==> config.mk <==
export PLATFORM = sky130hd
export DESIGN_NAME = tof_camera_config_status_regs
export DESIGN_NICKNAME = d
export VERILOG_FILES = /design/src/logic/tof_regs_pkg.sv /design/src/logic/tof_camera_config_status_regs.sv
export SDC_FILE = /design/constraint.sdc
export NUM_CORES = 1
export LEC_CHECK = 0
export ABC_CLOCK_PERIOD_IN_PS = 3470
export BUFFER_PORTS_ARGS = -buffer_cell sky130_fd_sc_hd__buf_2
export CAP_MARGIN = 15
export CORE_UTILIZATION = 35
export DETAILED_ROUTE_END_ITERATION = 10
export GPL_ROUTABILITY_DRIVEN = 0
export PLACE_DENSITY_LB_ADDON = 0.05
export SKIP_CTS_REPAIR_TIMING = 1
export SYNTH_ARGS = -nofsm -noshare
export SYNTH_HDL_FRONTEND = slang
export SYNTH_SLANG_ARGS = --single-unit
==> constraint.sdc <==
create_clock -name CLK -period 3.47 [get_ports CLK]
set_clock_uncertainty 0.05 [all_clocks]
set_input_delay 0.347 -clock CLK [delete_from_list [all_inputs] [get_ports CLK]]
set_output_delay 0.347 -clock CLK [all_outputs]
set_load 0.05 [all_outputs]
==> src/logic/tof_regs_pkg.sv <==
// Functional notes
// - Frame tally counts up per captured frame.
// - Serial number split low word, high word.
// - Calibration code 19 starts distance offset calibration.
// - Distance valid only between amplitude thresholds.
// - Feature bit 3 switches automatic exposure.
// - Feature bit 7 enables extreme value calculation.
// - Feature bit 8 turns status light off.
// - Feature bit 11 enables sliding median.
// - Illumination select applies only after reset.
// - Processing duration reported in 100 us units.
// - Temperatures in 0.01 C, all ones if absent.
// - Linearization parameters scaled, documented reset values.
// - Frame interval reported in 0.1 ms units.
// - Progress low byte carries status and error codes.
// - Error flag bit 10, missing-data flags above.
// - Calibration target distance reported in millimetres.
// - Unlock key gates flash and test commands.
// - Writable emitter temperature limit, reset 0x2328.
// - Save command 0xdd9e works only when unlocked.
`default_nettype none
package tof_regs_pkg;

    // Register indices; byte address is four times the index.
    localparam logic [5:0] IDX_SERIAL_LOW   = 6'h0c;
    localparam logic [5:0] IDX_SERIAL_HIGH  = 6'h0d;
    localparam logic [5:0] IDX_FRAME_TALLY  = 6'h0e;
    localparam logic [5:0] IDX_CAL_REQUEST  = 6'h0f;
    localparam logic [5:0] IDX_AMP_LOW      = 6'h10;
    localparam logic [5:0] IDX_AMP_HIGH     = 6'h11;
    localparam logic [5:0] IDX_FEATURE      = 6'h19;
    localparam logic [5:0] IDX_PROC_TIME    = 6'h1a;
    localparam logic [5:0] IDX_EMIT_TEMP    = 6'h1b;
    localparam logic [5:0] IDX_MAIN_TEMP    = 6'h1c;
    localparam logic [5:0] IDX_LIN_AMP      = 6'h1d;
    localparam logic [5:0] IDX_LIN_PHASE    = 6'h1e;
    localparam logic [5:0] IDX_FRAME_IVAL   = 6'h1f;
    localparam logic [5:0] IDX_CAL_PROGRESS = 6'h20;
    localparam logic [5:0] IDX_CAL_TARGET   = 6'h21;
    localparam logic [5:0] IDX_UNLOCK_KEY   = 6'h22;
    localparam logic [5:0] IDX_TEMP_LIMIT   = 6'h24;
    localparam logic [5:0] IDX_CMD_EXEC     = 6'h33;

    // Reset values.
    localparam logic [15:0] RST_CAL_REQUEST = 16'h0000;
    localparam logic [15:0] RST_AMP_LOW     = 16'h012c;
    localparam logic [15:0] RST_AMP_HIGH    = 16'h3a98;
    localparam logic [15:0] RST_FEATURE     = 16'h0800;
    localparam logic [15:0] RST_LIN_AMP     = 16'h0190;
    localparam logic [15:0] RST_LIN_PHASE   = 16'h1b58;
    localparam logic [15:0] RST_UNLOCK_KEY  = 16'h0000;
    localparam logic [15:0] RST_TEMP_LIMIT  = 16'h2328;
    localparam logic [15:0] RST_CMD_EXEC    = 16'h0000;
    localparam logic [15:0] TEMP_ABSENT     = 16'hffff;

    // Feature control bit positions.
    localparam int FEAT_AUTO_EXPOSURE = 3;
    localparam int FEAT_EXTREME_CALC  = 7;
    localparam int FEAT_LIGHT_OFF     = 8;
    localparam int FEAT_SLIDING_MED   = 11;
    localparam int FEAT_ILLUM_ALT     = 12;

    // Calibration progress bit positions and codes.
    localparam int PROG_ERROR        = 10;
    localparam int PROG_NOISE_MISS_A = 11;
    localparam int PROG_NOISE_MISS_B = 12;
    localparam int PROG_LENS_MISS    = 14;
    localparam int PROG_TEMP_COMP    = 15;
    localparam logic [7:0] CAL_IDLE        = 8'h00;
    localparam logic [7:0] CAL_ERASING     = 8'h14;
    localparam logic [7:0] CAL_DONE        = 8'ha1;
    localparam logic [7:0] CAL_ERR_GENERIC = 8'hff;
    localparam logic [7:0] CAL_ERR_HW      = 8'hf7;
    localparam logic [7:0] CAL_CMD_OFFSET  = 8'h13;

    // Keys and commands.
    localparam logic [15:0] KEY_FLASH_OPS = 16'h4877;
    localparam logic [15:0] KEY_TEST_CMDS = 16'h5e6b;
    localparam logic [15:0] CMD_SAVE_MAP  = 16'hdd9e;

    // Timing: one tick is 100 us, equal to 0.1 ms.
    localparam int TICK_US      = 100;
    localparam int CLK_MHZ      = 100;
    localparam int TICK_CYCLES  = TICK_US * CLK_MHZ;

    typedef struct packed {
        logic [15:0] target_mm;
        logic [7:0]  code;
        logic        noise_missing;
        logic        lens_missing;
        logic        temp_comp_err;
    } cal_status_t;

    typedef struct packed {
        logic auto_exposure;
        logic extreme_value_calc;
        logic status_light_off;
        logic sliding_median;
        logic illum_alt;
    } mode_ctrl_t;

endpackage
`default_nettype wire

==> src/logic/tof_camera_config_status_regs.sv <==
// Register access over APB was decided locally.
`timescale 1ns/1ps
`default_nettype none
module tof_camera_config_status_regs #(
    parameter int TICK_CYCLES = tof_regs_pkg::TICK_CYCLES,
    parameter int ADDR_W      = 8
) (
    // Clock and reset.
    input  wire logic                      CLK,
    input  wire logic                      RSTN,
    // APB slave.
    input  wire logic                      PSEL,
    input  wire logic                      PENABLE,
    input  wire logic                      PWRITE,
    input  wire logic [ADDR_W-1:0]         PADDR,
    input  wire logic [31:0]               PWDATA,
    input  wire logic [3:0]                PSTRB,
    output var  logic [31:0]               PRDATA,
    output var  logic                      PREADY,
    output var  logic                      PSLVERR,
    // Device status sources.
    input  wire logic [31:0]               SERIAL_NUMBER,
    input  wire logic                      FRAME_START,
    input  wire logic                      FRAME_DONE,
    input  wire logic [15:0]               EMITTER_TEMP,
    input  wire logic                      EMITTER_TEMP_OK,
    input  wire logic [15:0]               MAIN_TEMP,
    input  wire logic                      MAIN_TEMP_OK,
    input  wire tof_regs_pkg::cal_status_t CAL_STATUS,
    input  wire logic                      STORED_ILLUM_ALT,
    // Pixel check.
    input  wire logic [15:0]               PIXEL_AMP,
    input  wire logic                      PIXEL_AMP_VALID,
    output var  logic                      DIST_VALID,
    // Controls.
    output var  tof_regs_pkg::mode_ctrl_t  MODE,
    output var  logic [15:0]               LINEAR_AMPLITUDE,
    output var  logic [15:0]               LINEAR_PHASE,
    output var  logic                      OVER_TEMP,
    output var  logic                      CAL_START,
    output var  logic                      FLASH_SAVE,
    output var  logic                      TEST_UNLOCK
);
    import tof_regs_pkg::*;

    // Elaboration stops on parameter values that the logic cannot serve.
    if (TICK_CYCLES < 1 || ADDR_W < 8 || ADDR_W > 32) begin
        $error("Unsupported parameter value.");
    end

    logic [15:0] frame_tally;
    logic [15:0] cal_request;
    logic [15:0] amp_low;
    logic [15:0] amp_high;
    logic [15:0] feature;
    logic [15:0] proc_time;
    logic [15:0] emit_temp;
    logic [15:0] main_temp;
    logic [15:0] temp_limit;
    logic [15:0] cal_progress;
    logic [15:0] cal_target;
    logic [15:0] unlock_key;
    logic [15:0] cmd_exec;
    logic        illum_loaded;
    logic [31:0] proc_pre;
    logic [15:0] proc_cnt;
    logic [31:0] ival_pre;
    logic [15:0] ival_cnt;
    logic [15:0] frame_ival;
    logic [15:0] next_rdata;
    logic        hit;
    logic        access;
    logic        wr_en;
    logic [5:0]  idx;

    function automatic logic [15:0] merge(input logic [15:0] old_value,
                                          input logic [31:0] wdata,
                                          input logic [3:0]  strb);
        merge = {strb[1] ? wdata[15:8] : old_value[15:8],
                 strb[0] ? wdata[7:0]  : old_value[7:0]};
    endfunction

    // Misaligned or out-of-range addresses answer with an error.
    assign idx    = PADDR[7:2];
    assign access = PSEL && PENABLE && PREADY;
    assign wr_en  = access && PWRITE && !PSLVERR;

    always_comb begin
        hit        = 1'b1;
        next_rdata = 16'h0000;
        case (idx)
            IDX_SERIAL_LOW:   next_rdata = SERIAL_NUMBER[15:0];
            IDX_SERIAL_HIGH:  next_rdata = SERIAL_NUMBER[31:16];
            IDX_FRAME_TALLY:  next_rdata = frame_tally;
            IDX_CAL_REQUEST:  next_rdata = cal_request;
            IDX_AMP_LOW:      next_rdata = amp_low;
            IDX_AMP_HIGH:     next_rdata = amp_high;
            IDX_FEATURE:      next_rdata = feature;
            IDX_PROC_TIME:    next_rdata = proc_time;
            IDX_EMIT_TEMP:    next_rdata = emit_temp;
            IDX_MAIN_TEMP:    next_rdata = main_temp;
            IDX_LIN_AMP:      next_rdata = LINEAR_AMPLITUDE;
            IDX_LIN_PHASE:    next_rdata = LINEAR_PHASE;
            IDX_FRAME_IVAL:   next_rdata = frame_ival;
            IDX_CAL_PROGRESS: next_rdata = cal_progress;
            IDX_CAL_TARGET:   next_rdata = cal_target;
            IDX_UNLOCK_KEY:   next_rdata = unlock_key;
            IDX_TEMP_LIMIT:   next_rdata = temp_limit;
            IDX_CMD_EXEC:     next_rdata = cmd_exec;
            default:          hit = 1'b0;
        endcase
        if (PADDR[1:0] != 2'b00 || (ADDR_W > 8 && (PADDR >> 8) != '0)) begin
            hit = 1'b0;
        end
    end

    // One wait state lets the answer come straight from flip-flops.
    always_ff @(posedge CLK or negedge RSTN) begin
        if (!RSTN) begin
            PREADY  <= 1'b0;
            PSLVERR <= 1'b0;
            PRDATA  <= 32'h0000_0000;
        end else begin
            PREADY  <= PSEL && PENABLE && !PREADY;
            PSLVERR <= PSEL && PENABLE && !PREADY && !hit;
            if (PSEL && PENABLE && !PREADY) begin
                PRDATA <= {16'h0000, hit ? next_rdata : 16'h0000};
            end
        end
    end

    // Writable registers; read-only indices have no write path at all.
    always_ff @(posedge CLK or negedge RSTN) begin
        if (!RSTN) begin
            cal_request      <= RST_CAL_REQUEST;
            amp_low          <= RST_AMP_LOW;
            amp_high         <= RST_AMP_HIGH;
            feature          <= RST_FEATURE;
            LINEAR_AMPLITUDE <= RST_LIN_AMP;
            LINEAR_PHASE     <= RST_LIN_PHASE;
            unlock_key       <= RST_UNLOCK_KEY;
            temp_limit       <= RST_TEMP_LIMIT;
            cmd_exec         <= RST_CMD_EXEC;
            illum_loaded     <= 1'b0;
        end else begin
            illum_loaded <= 1'b1;
            if (!illum_loaded) begin
                feature[FEAT_ILLUM_ALT] <= STORED_ILLUM_ALT;
            end else if (wr_en) begin
                case (idx)
                    IDX_CAL_REQUEST: cal_request      <= merge(cal_request, PWDATA, PSTRB);
                    IDX_AMP_LOW:     amp_low          <= merge(amp_low, PWDATA, PSTRB);
                    IDX_AMP_HIGH:    amp_high         <= merge(amp_high, PWDATA, PSTRB);
                    IDX_FEATURE:     feature          <= merge(feature, PWDATA, PSTRB);
                    IDX_LIN_AMP:     LINEAR_AMPLITUDE <= merge(LINEAR_AMPLITUDE, PWDATA, PSTRB);
                    IDX_LIN_PHASE:   LINEAR_PHASE     <= merge(LINEAR_PHASE, PWDATA, PSTRB);
                    IDX_UNLOCK_KEY:  unlock_key       <= merge(unlock_key, PWDATA, PSTRB);
                    IDX_TEMP_LIMIT:  temp_limit       <= merge(temp_limit, PWDATA, PSTRB);
                    IDX_CMD_EXEC:    cmd_exec         <= merge(cmd_exec, PWDATA, PSTRB);
                    default:         cmd_exec         <= cmd_exec;
                endcase
            end
        end
    end

    // Command pulses decode the write cycle: CAL_START from the low byte alone, FLASH_SAVE from the full 16-bit value.
    always_ff @(posedge CLK or negedge RSTN) begin
        if (!RSTN) begin
            CAL_START   <= 1'b0;
            FLASH_SAVE  <= 1'b0;
            TEST_UNLOCK <= 1'b0;
        end else begin
            CAL_START   <= wr_en && idx == IDX_CAL_REQUEST && PSTRB[0]
                           && PWDATA[7:0] == CAL_CMD_OFFSET;
            FLASH_SAVE  <= wr_en && idx == IDX_CMD_EXEC && PSTRB[1:0] == 2'b11
                           && PWDATA[15:0] == CMD_SAVE_MAP
                           && unlock_key == KEY_FLASH_OPS;
            TEST_UNLOCK <= unlock_key == KEY_TEST_CMDS;
        end
    end

    // The illumination select is frozen after the load that follows reset.
    always_ff @(posedge CLK or negedge RSTN) begin
        if (!RSTN) begin
            MODE <= '0;
        end else begin
            MODE.auto_exposure      <= feature[FEAT_AUTO_EXPOSURE];
            MODE.extreme_value_calc <= feature[FEAT_EXTREME_CALC];
            MODE.status_light_off   <= feature[FEAT_LIGHT_OFF];
            MODE.sliding_median     <= feature[FEAT_SLIDING_MED];
            if (!illum_loaded) begin
                MODE.illum_alt <= STORED_ILLUM_ALT;
            end
        end
    end

    always_ff @(posedge CLK or negedge RSTN) begin
        if (!RSTN) begin
            DIST_VALID <= 1'b0;
            OVER_TEMP  <= 1'b0;
        end else begin
            DIST_VALID <= PIXEL_AMP_VALID && PIXEL_AMP >= amp_low
                          && PIXEL_AMP <= amp_high;
            OVER_TEMP  <= EMITTER_TEMP_OK && EMITTER_TEMP > temp_limit;
        end
    end

    // Status snapshots from the device side.
    always_ff @(posedge CLK or negedge RSTN) begin
        if (!RSTN) begin
            frame_tally  <= 16'h0000;
            emit_temp    <= TEMP_ABSENT;
            main_temp    <= TEMP_ABSENT;
            cal_progress <= 16'h0000;
            cal_target   <= 16'h0000;
        end else begin
            if (FRAME_DONE) begin
                frame_tally <= frame_tally + 16'h0001;
            end
            emit_temp    <= EMITTER_TEMP_OK ? EMITTER_TEMP : TEMP_ABSENT;
            main_temp    <= MAIN_TEMP_OK ? MAIN_TEMP : TEMP_ABSENT;
            cal_progress <= '0;
            cal_progress[7:0] <= CAL_STATUS.code;
            cal_progress[PROG_ERROR]      <= CAL_STATUS.code >= CAL_ERR_HW;
            cal_progress[PROG_NOISE_MISS_A] <= CAL_STATUS.noise_missing;
            cal_progress[PROG_NOISE_MISS_B] <= CAL_STATUS.noise_missing;
            cal_progress[PROG_LENS_MISS]  <= CAL_STATUS.lens_missing;
            cal_progress[PROG_TEMP_COMP]  <= CAL_STATUS.temp_comp_err;
            cal_target   <= CAL_STATUS.target_mm;
        end
    end

    // Tick counters saturate rather than wrap so a stalled pipeline reads large.
    always_ff @(posedge CLK or negedge RSTN) begin
        if (!RSTN) begin
            proc_pre  <= 32'h0000_0000;
            proc_cnt  <= 16'h0000;
            proc_time <= 16'h0000;
        end else if (FRAME_START) begin
            proc_pre <= 32'h0000_0000;
            proc_cnt <= 16'h0000;
        end else if (FRAME_DONE) begin
            // A tick that ends on the done edge still counts toward the result.
            if (proc_pre == 32'(TICK_CYCLES - 1) && proc_cnt != 16'hffff) begin
                proc_time <= proc_cnt + 16'h0001;
            end else begin
                proc_time <= proc_cnt;
            end
        end else if (proc_pre == 32'(TICK_CYCLES - 1)) begin
            proc_pre <= 32'h0000_0000;
            if (proc_cnt != 16'hffff) begin
                proc_cnt <= proc_cnt + 16'h0001;
            end
        end else begin
            proc_pre <= proc_pre + 32'h0000_0001;
        end
    end

    always_ff @(posedge CLK or negedge RSTN) begin
        if (!RSTN) begin
            ival_pre   <= 32'h0000_0000;
            ival_cnt   <= 16'h0000;
            frame_ival <= 16'h0000;
        end else if (FRAME_DONE) begin
            ival_pre   <= 32'h0000_0000;
            ival_cnt   <= 16'h0000;
            if (ival_pre == 32'(TICK_CYCLES - 1) && ival_cnt != 16'hffff) begin
                frame_ival <= ival_cnt + 16'h0001;
            end else begin
                frame_ival <= ival_cnt;
            end
        end else if (ival_pre == 32'(TICK_CYCLES - 1)) begin
            ival_pre <= 32'h0000_0000;
            if (ival_cnt != 16'hffff) begin
                ival_cnt <= ival_cnt + 16'h0001;
            end
        end else begin
            ival_pre <= ival_pre + 32'h0000_0001;
        end
    end
endmodule
`default_nettype wire

======== After elaboration in Yosys (flattened, before gate mapping) ========
Index checks and enable logic that the tools add are counted.
operators by class
  add/subtract/negate cells ............... 5
  order comparisons ....................... 4
  eq/ne operators ......................... 31
  mux-type cells .......................... 25
  bitwise gates (word level) .............. 1
  reductions and logical operators ........ 49
operators by type and width
  kind                                                                number
  16-bit one-hot mux with 18 select lines                             1
  16-bit two-way mux                                                  12
  32-bit two-way mux                                                  5
  4-bit AND reduction                                                 18
  32-bit by 1-bit adder with 32-bit output (second input constant)    2
  32-bit by 14-bit == test with 1-bit output (second input constant)  2
  6-bit by 5-bit == test with 1-bit output (second input constant)    9
  16-bit by 1-bit adder with 16-bit output (second input constant)    3
  16-bit by 15-bit == test with 1-bit output (second input constant)  2
  16-bit inequality test (second input constant)                      2
  6-bit == test (second input constant)                               5
  13-bit two-way mux                                                  2
  6-bit by 4-bit == test with 1-bit output (second input constant)    4
  1-bit logical AND                                                   18
  18-bit OR reduction                                                 1
  16-bit == test (second input constant)                              1
  16-bit >= comparator                                                1
  16-bit greater-than comparator                                      1
  16-bit less-or-equal comparator                                     1
  2-bit nonzero test                                                  5
  8-bit by 5-bit == test with 1-bit output (second input constant)    1
  8-bit >= comparator (second input constant)                         1
  8-bit two-way mux                                                   1
  3-bit AND reduction                                                 2
  other kinds (8)                                                     15
word-level totals
  register bits after elaboration ......... 378
  word-level logic and storage cells ...... 159

======== Logic depth before layout (Yosys ltp) ========
  depth after elaboration ................. 8
  gate-level depth with buffers ........... 9
  mapped depth without buffers ............ 8

======== Least setup slack after synthesis ========
Ideal clock, no wire load.
  kind .................................... reg-to-reg
  start ................................... register PREADY
  end ..................................... register LINEAR_AMPLITUDE[0]
  setup time .............................. 125 ps
  arrival time ............................ 1992 ps
  setup slack ............................. 1303 ps
  cell stages (with the launch flop) ...... 7
  buffers on the path ..................... 1
  period minus slack after synthesis ...... 2167 ps
  cells stage by stage .................... dfrtp_1 > nand2_1 > nor3_2 > and3_1 > clkbuf_1 > nand2_1 > mux2_2
on the way
  longest elaborated chain between the ends .. 4
ends and longest elaborated chain
  element                          RTL line                              text
  start, declared                  tof_camera_config_status_regs.sv:19   output var logic PREADY,
  start signal, assigned           tof_camera_config_status_regs.sv:124  PREADY <= PSEL && PENABLE && !PREADY;
  1-bit logical AND                tof_camera_config_status_regs.sv:85   assign access = PSEL && PENABLE && PREADY;
  1-bit logical AND (2 in series)  tof_camera_config_status_regs.sv:86   assign wr_en = access && PWRITE && !PSLVERR;
  4-bit AND reduction (no line)    -
  end signal, assigned             tof_camera_config_status_regs.sv:155  IDX_LIN_AMP: LINEAR_AMPLITUDE <= merge(LINEAR_AMPLITUDE, PWDATA, PSTRB);
  end, declared                    tof_camera_config_status_regs.sv:37   output var logic [15:0] LINEAR_AMPLITUDE,
Every way passes these cells.
A chain may end at the register's enable or synchronous reset.

======== Worst setup path after layout ========
  start ................................... register proc_pre[18]
  end ..................................... register proc_cnt[12]
on the way
  longest elaborated chain between the ends .. 3
ends and longest elaborated chain
  element                                     RTL line                              text
  start, declared                             tof_camera_config_status_regs.sv:65   logic [31:0] proc_pre;
  start signal, assigned                      tof_camera_config_status_regs.sv:255  proc_pre <= proc_pre + 32'h0000_0001;
  32-bit by 14-bit == test with 1-bit output  tof_camera_config_status_regs.sv:249  end else if (proc_pre == 32'(TICK_CYCLES - 1)) begin
  2-bit nonzero test (no line)                -
  3-bit AND reduction (no line)               -
  end signal, assigned                        tof_camera_config_status_regs.sv:252  proc_cnt <= proc_cnt + 16'h0001;
  end, declared                               tof_camera_config_status_regs.sv:66   logic [15:0] proc_cnt;
Every way passes these cells.

==> reports/results.ini <==
[global_route]
grt.total_usage_pct=22.61
grt_pass1_wl_um=90770
grt_max_degree=94
grt_pass1_vias=14271
overflow=0
antenna_found_initial=1

[critical_path]
end_kind=register
path_class=reg -> reg
cpMaxStageDelayCell=or3_1
arrival_ps=3110
worstPathCellList=nor4_1 -> nand4_1 -> or3_1 -> nor3_1 -> nand3_1 -> a21oi_1
start_kind=register
cpLargestDelayFamily=simple AND/OR/NAND/NOR gates
cp_max_fo=11
slowest_delay_ps=660
worst_ep_required_time_ps=3920
critPathBufInv=0

[route]
dr_total_vias=14119
drt-vias-per-instance=5.318
drc_errors=0
drt_wl_total_um=60890
drt_iter0_drc=1110
dr.pass1.iters=6
drtAntennaViolNets=0
wl_per_cell_um=22.93

[die]
dieWidth_um=231.7
initial_core_util_pct=35.70
ios=238
core_area_sq_um=51720
rows=83
dieArea_sq_um=53680
dieHeight_um=231.7

[yosys]
yosysMostFrequentCell=dfrtp_1
synth_cell_types=72
ys_seq_area_share_pct=51.49
synth-warning-count=0
syn_inst=1694
yosysTopAreaCell=dfrtp_1
synth_edf_count=0
synth_commonest_cells=318 x dfrtp_1, 147 x mux2_2, 141 x nor2_1
avgSynthCellArea_sq_um=10.90
synth_ff_type=dfrtp_1
yosys-top-cells-area=dfrtp_1 43%, mux2_2 9.0%, dfstp_2 8.4%
async_reset_ff_share_pct=100.0
ys_ff_latch=377
netlist_area_sq_um=18460
synth_top_area_share_pct=43.10

[timing]
fin_ws_ps=814.7
max_freq_mhz=376.6
relSlewSlack_pct=32.22
worst_pin_slew_ps=1007
layout_min_cycle_time_ps=2655
timing.hold.ws_ps=-6.062
fin_tns_setup_ps=0
hold_violations=1
rsz0062_at_grt=no
drv_slew=0
period_share_pct=76.52
setup_viol_count_final=0

[power]
leakage_nw=10.02
irDropWorstVdd_uv=336.2
power_per_cell_area_nw_per_um2=465.0

[cts]
clockBufferDepth=3
root_buffer=clkbuf_16
cts_tree=yes
cts_buffers=44
clkTransAtPathRegs_ps=60
clkSinkCount=377
htreeDepth=2
clock_latency_ps=580

[final_layout]
drive_above_1_share_pct=27.29
antenna_cells=0
synthToLayoutAreaGrowth_pct=20.50
fin_area_sq_um=22250
fillers=5060
nets=2154

[place]
io_buffers=203
postPlaceCellArea_sq_um=20220
dp_slack_ps=815.0
hpwlAfterDp_um=43740

[outcome]
status=finished with violations
violations=negative hold slack

[worst_hold_path]
min_path_type=in -> reg

[flow_run]
cap_viol_max_count=0

==> through the flow <==
| stage | power, mW | hold slack [ps] | utilization [%] | instances |
|---|---|---|---|---|
| after detailed placement | 5.562 | 314.1 | 39.09 | 2519 |
| after CTS | 10.42 | -305.6 | 41.98 | 2601 |
| after global routing | 10.72 | 0.6801 | 43.02 | 2655 |
| final | 10.35 | -6.062 | 43.02 | 2655 |
| after global placement | 5.553 | 317.3 | 39.09 | 2519 |
| after floorplan | 5.146 | 1.409 | - | 1709 |
==> cells by family (layout without fill, tap and decap cells) <==
| family | after synthesis | in the layout | share of synthesized area [%] |
|---|---|---|---|
| adder cells (fa/ha/maj) | 54 | 54 | 3.646 |
| XOR/XNOR | 108 | 108 | 5.123 |
| multiplexers | 150 | 150 | 9.128 |
| AND/OR/NAND/NOR | 591 | 591 | 17.12 |
| AO/OA/AOI/OAI | 239 | 239 | 9.277 |
| other | 2 | 17 | 0.04067 |
| buffers and inverters | 173 | 439 | 4.167 |
| flip-flops | 377 | 377 | 51.49 |
==> worst register-to-register path, stage by stage, from the launching register on <==
cell     delay (ps)
dfrtp_1         430
nor4_1          310
nand4_1         330
or3_1           660
nor3_1          510
nand3_1         130
a21oi_1         170
==> power breakdown <==
| part | total, mW | switching (mW) | leakage, nW | internal, mW |
|---|---|---|---|---|
| Sequential | 4.68 | 0.133 | 4.93 | 4.54 |
| Combinational | 0.851 | 0.570 | 4.35 | 0.281 |
| Clock | 4.82 | 1.93 | 0.736 | 2.89 |
==> area by class of cell <==
cell class / count / area (sq um) / share of cell area (%)
multi-input combinational: 1159 / 8258 / 37.12
clock inverter: 10 / 132.6 / 0.5961
sequential: 377 / 9508 / 42.73
tap: 680 / 850.8 / 3.824
clock buffer: 72 / 1358 / 6.102
timing repair buffer: 297 / 1917 / 8.615
inverter: 60 / 225.2 / 1.012
==> cell usage in the layout (no fill, tap or decap), types with 10 or more instances in the layout <==
master,count
buf_2,202
nand4_1,47
a22oi_1,87
xor2_1,57
clkbuf_16,45
clkbuf_1,14
a222oi_1,27
dfstp_2,59
nor3_1,50
buf_4,36
nor2b_1,10
nand2_1,92
dfrtp_1,318
and3_1,26
o21ai_0,27
nand3_1,84
conb_1,17
mux2_2,147
a21oi_1,46
or3_1,11
a21o_1,11
ha_1,53
dlygate4sd3_1,54
a221oi_1,14
and4_1,12
nand2b_1,38
nor2_1,141
nor4_1,16
inv_1,59
xnor2_1,51
and2_1,17
clkbuf_8,13
==> worst paths after layout <==
kind                            slack, ps           end  depth (start not counted)            start
max in group asynchronous            2070  proc_pre[28]                          3             RSTN
worst max register to register        810  proc_cnt[12]                          6     proc_pre[18]
worst min register to register        370       MODE[1]                          0      feature[11]
worst max-delay path                  810  proc_cnt[12]                          6     proc_pre[18]
min in group asynchronous             270   ival_pre[5]                          2             RSTN
worst min-delay path                   -6  emit_temp[9]                          2  EMITTER_TEMP[9]
==> sequential cells by signal, summed over array words and instances (netlist names), 5 cells and up <==
| name | flops |
|---|---|
| feature | 16 |
| temp_limit | 16 |
| amp_high | 16 |
| amp_low | 16 |
| LINEAR_PHASE | 16 |
| MODE | 5 |
| frame_tally | 16 |
| emit_temp | 16 |
| ival_cnt | 16 |
| proc_pre | 32 |
| PRDATA | 16 |
| frame_ival | 16 |
| unlock_key | 16 |
| cmd_exec | 16 |
| proc_time | 16 |
| cal_target | 16 |
| cal_progress | 12 |
| cal_request | 16 |
| LINEAR_AMPLITUDE | 16 |
| ival_pre | 32 |
| main_temp | 16 |
| proc_cnt | 16 |
==> per-layer routing <==
layer / global-route usage, % / wire length [um] / part of all wire (%)
met5: 0 / 0 / 0
met2: 37.55 / 29170 / 48
met3: 3.679 / 2911 / 4.8
met1: 30.52 / 27430 / 45
met4: 5.818 / 1379 / 2.3
Note: power is estimated with default switching activity, not from simulation.
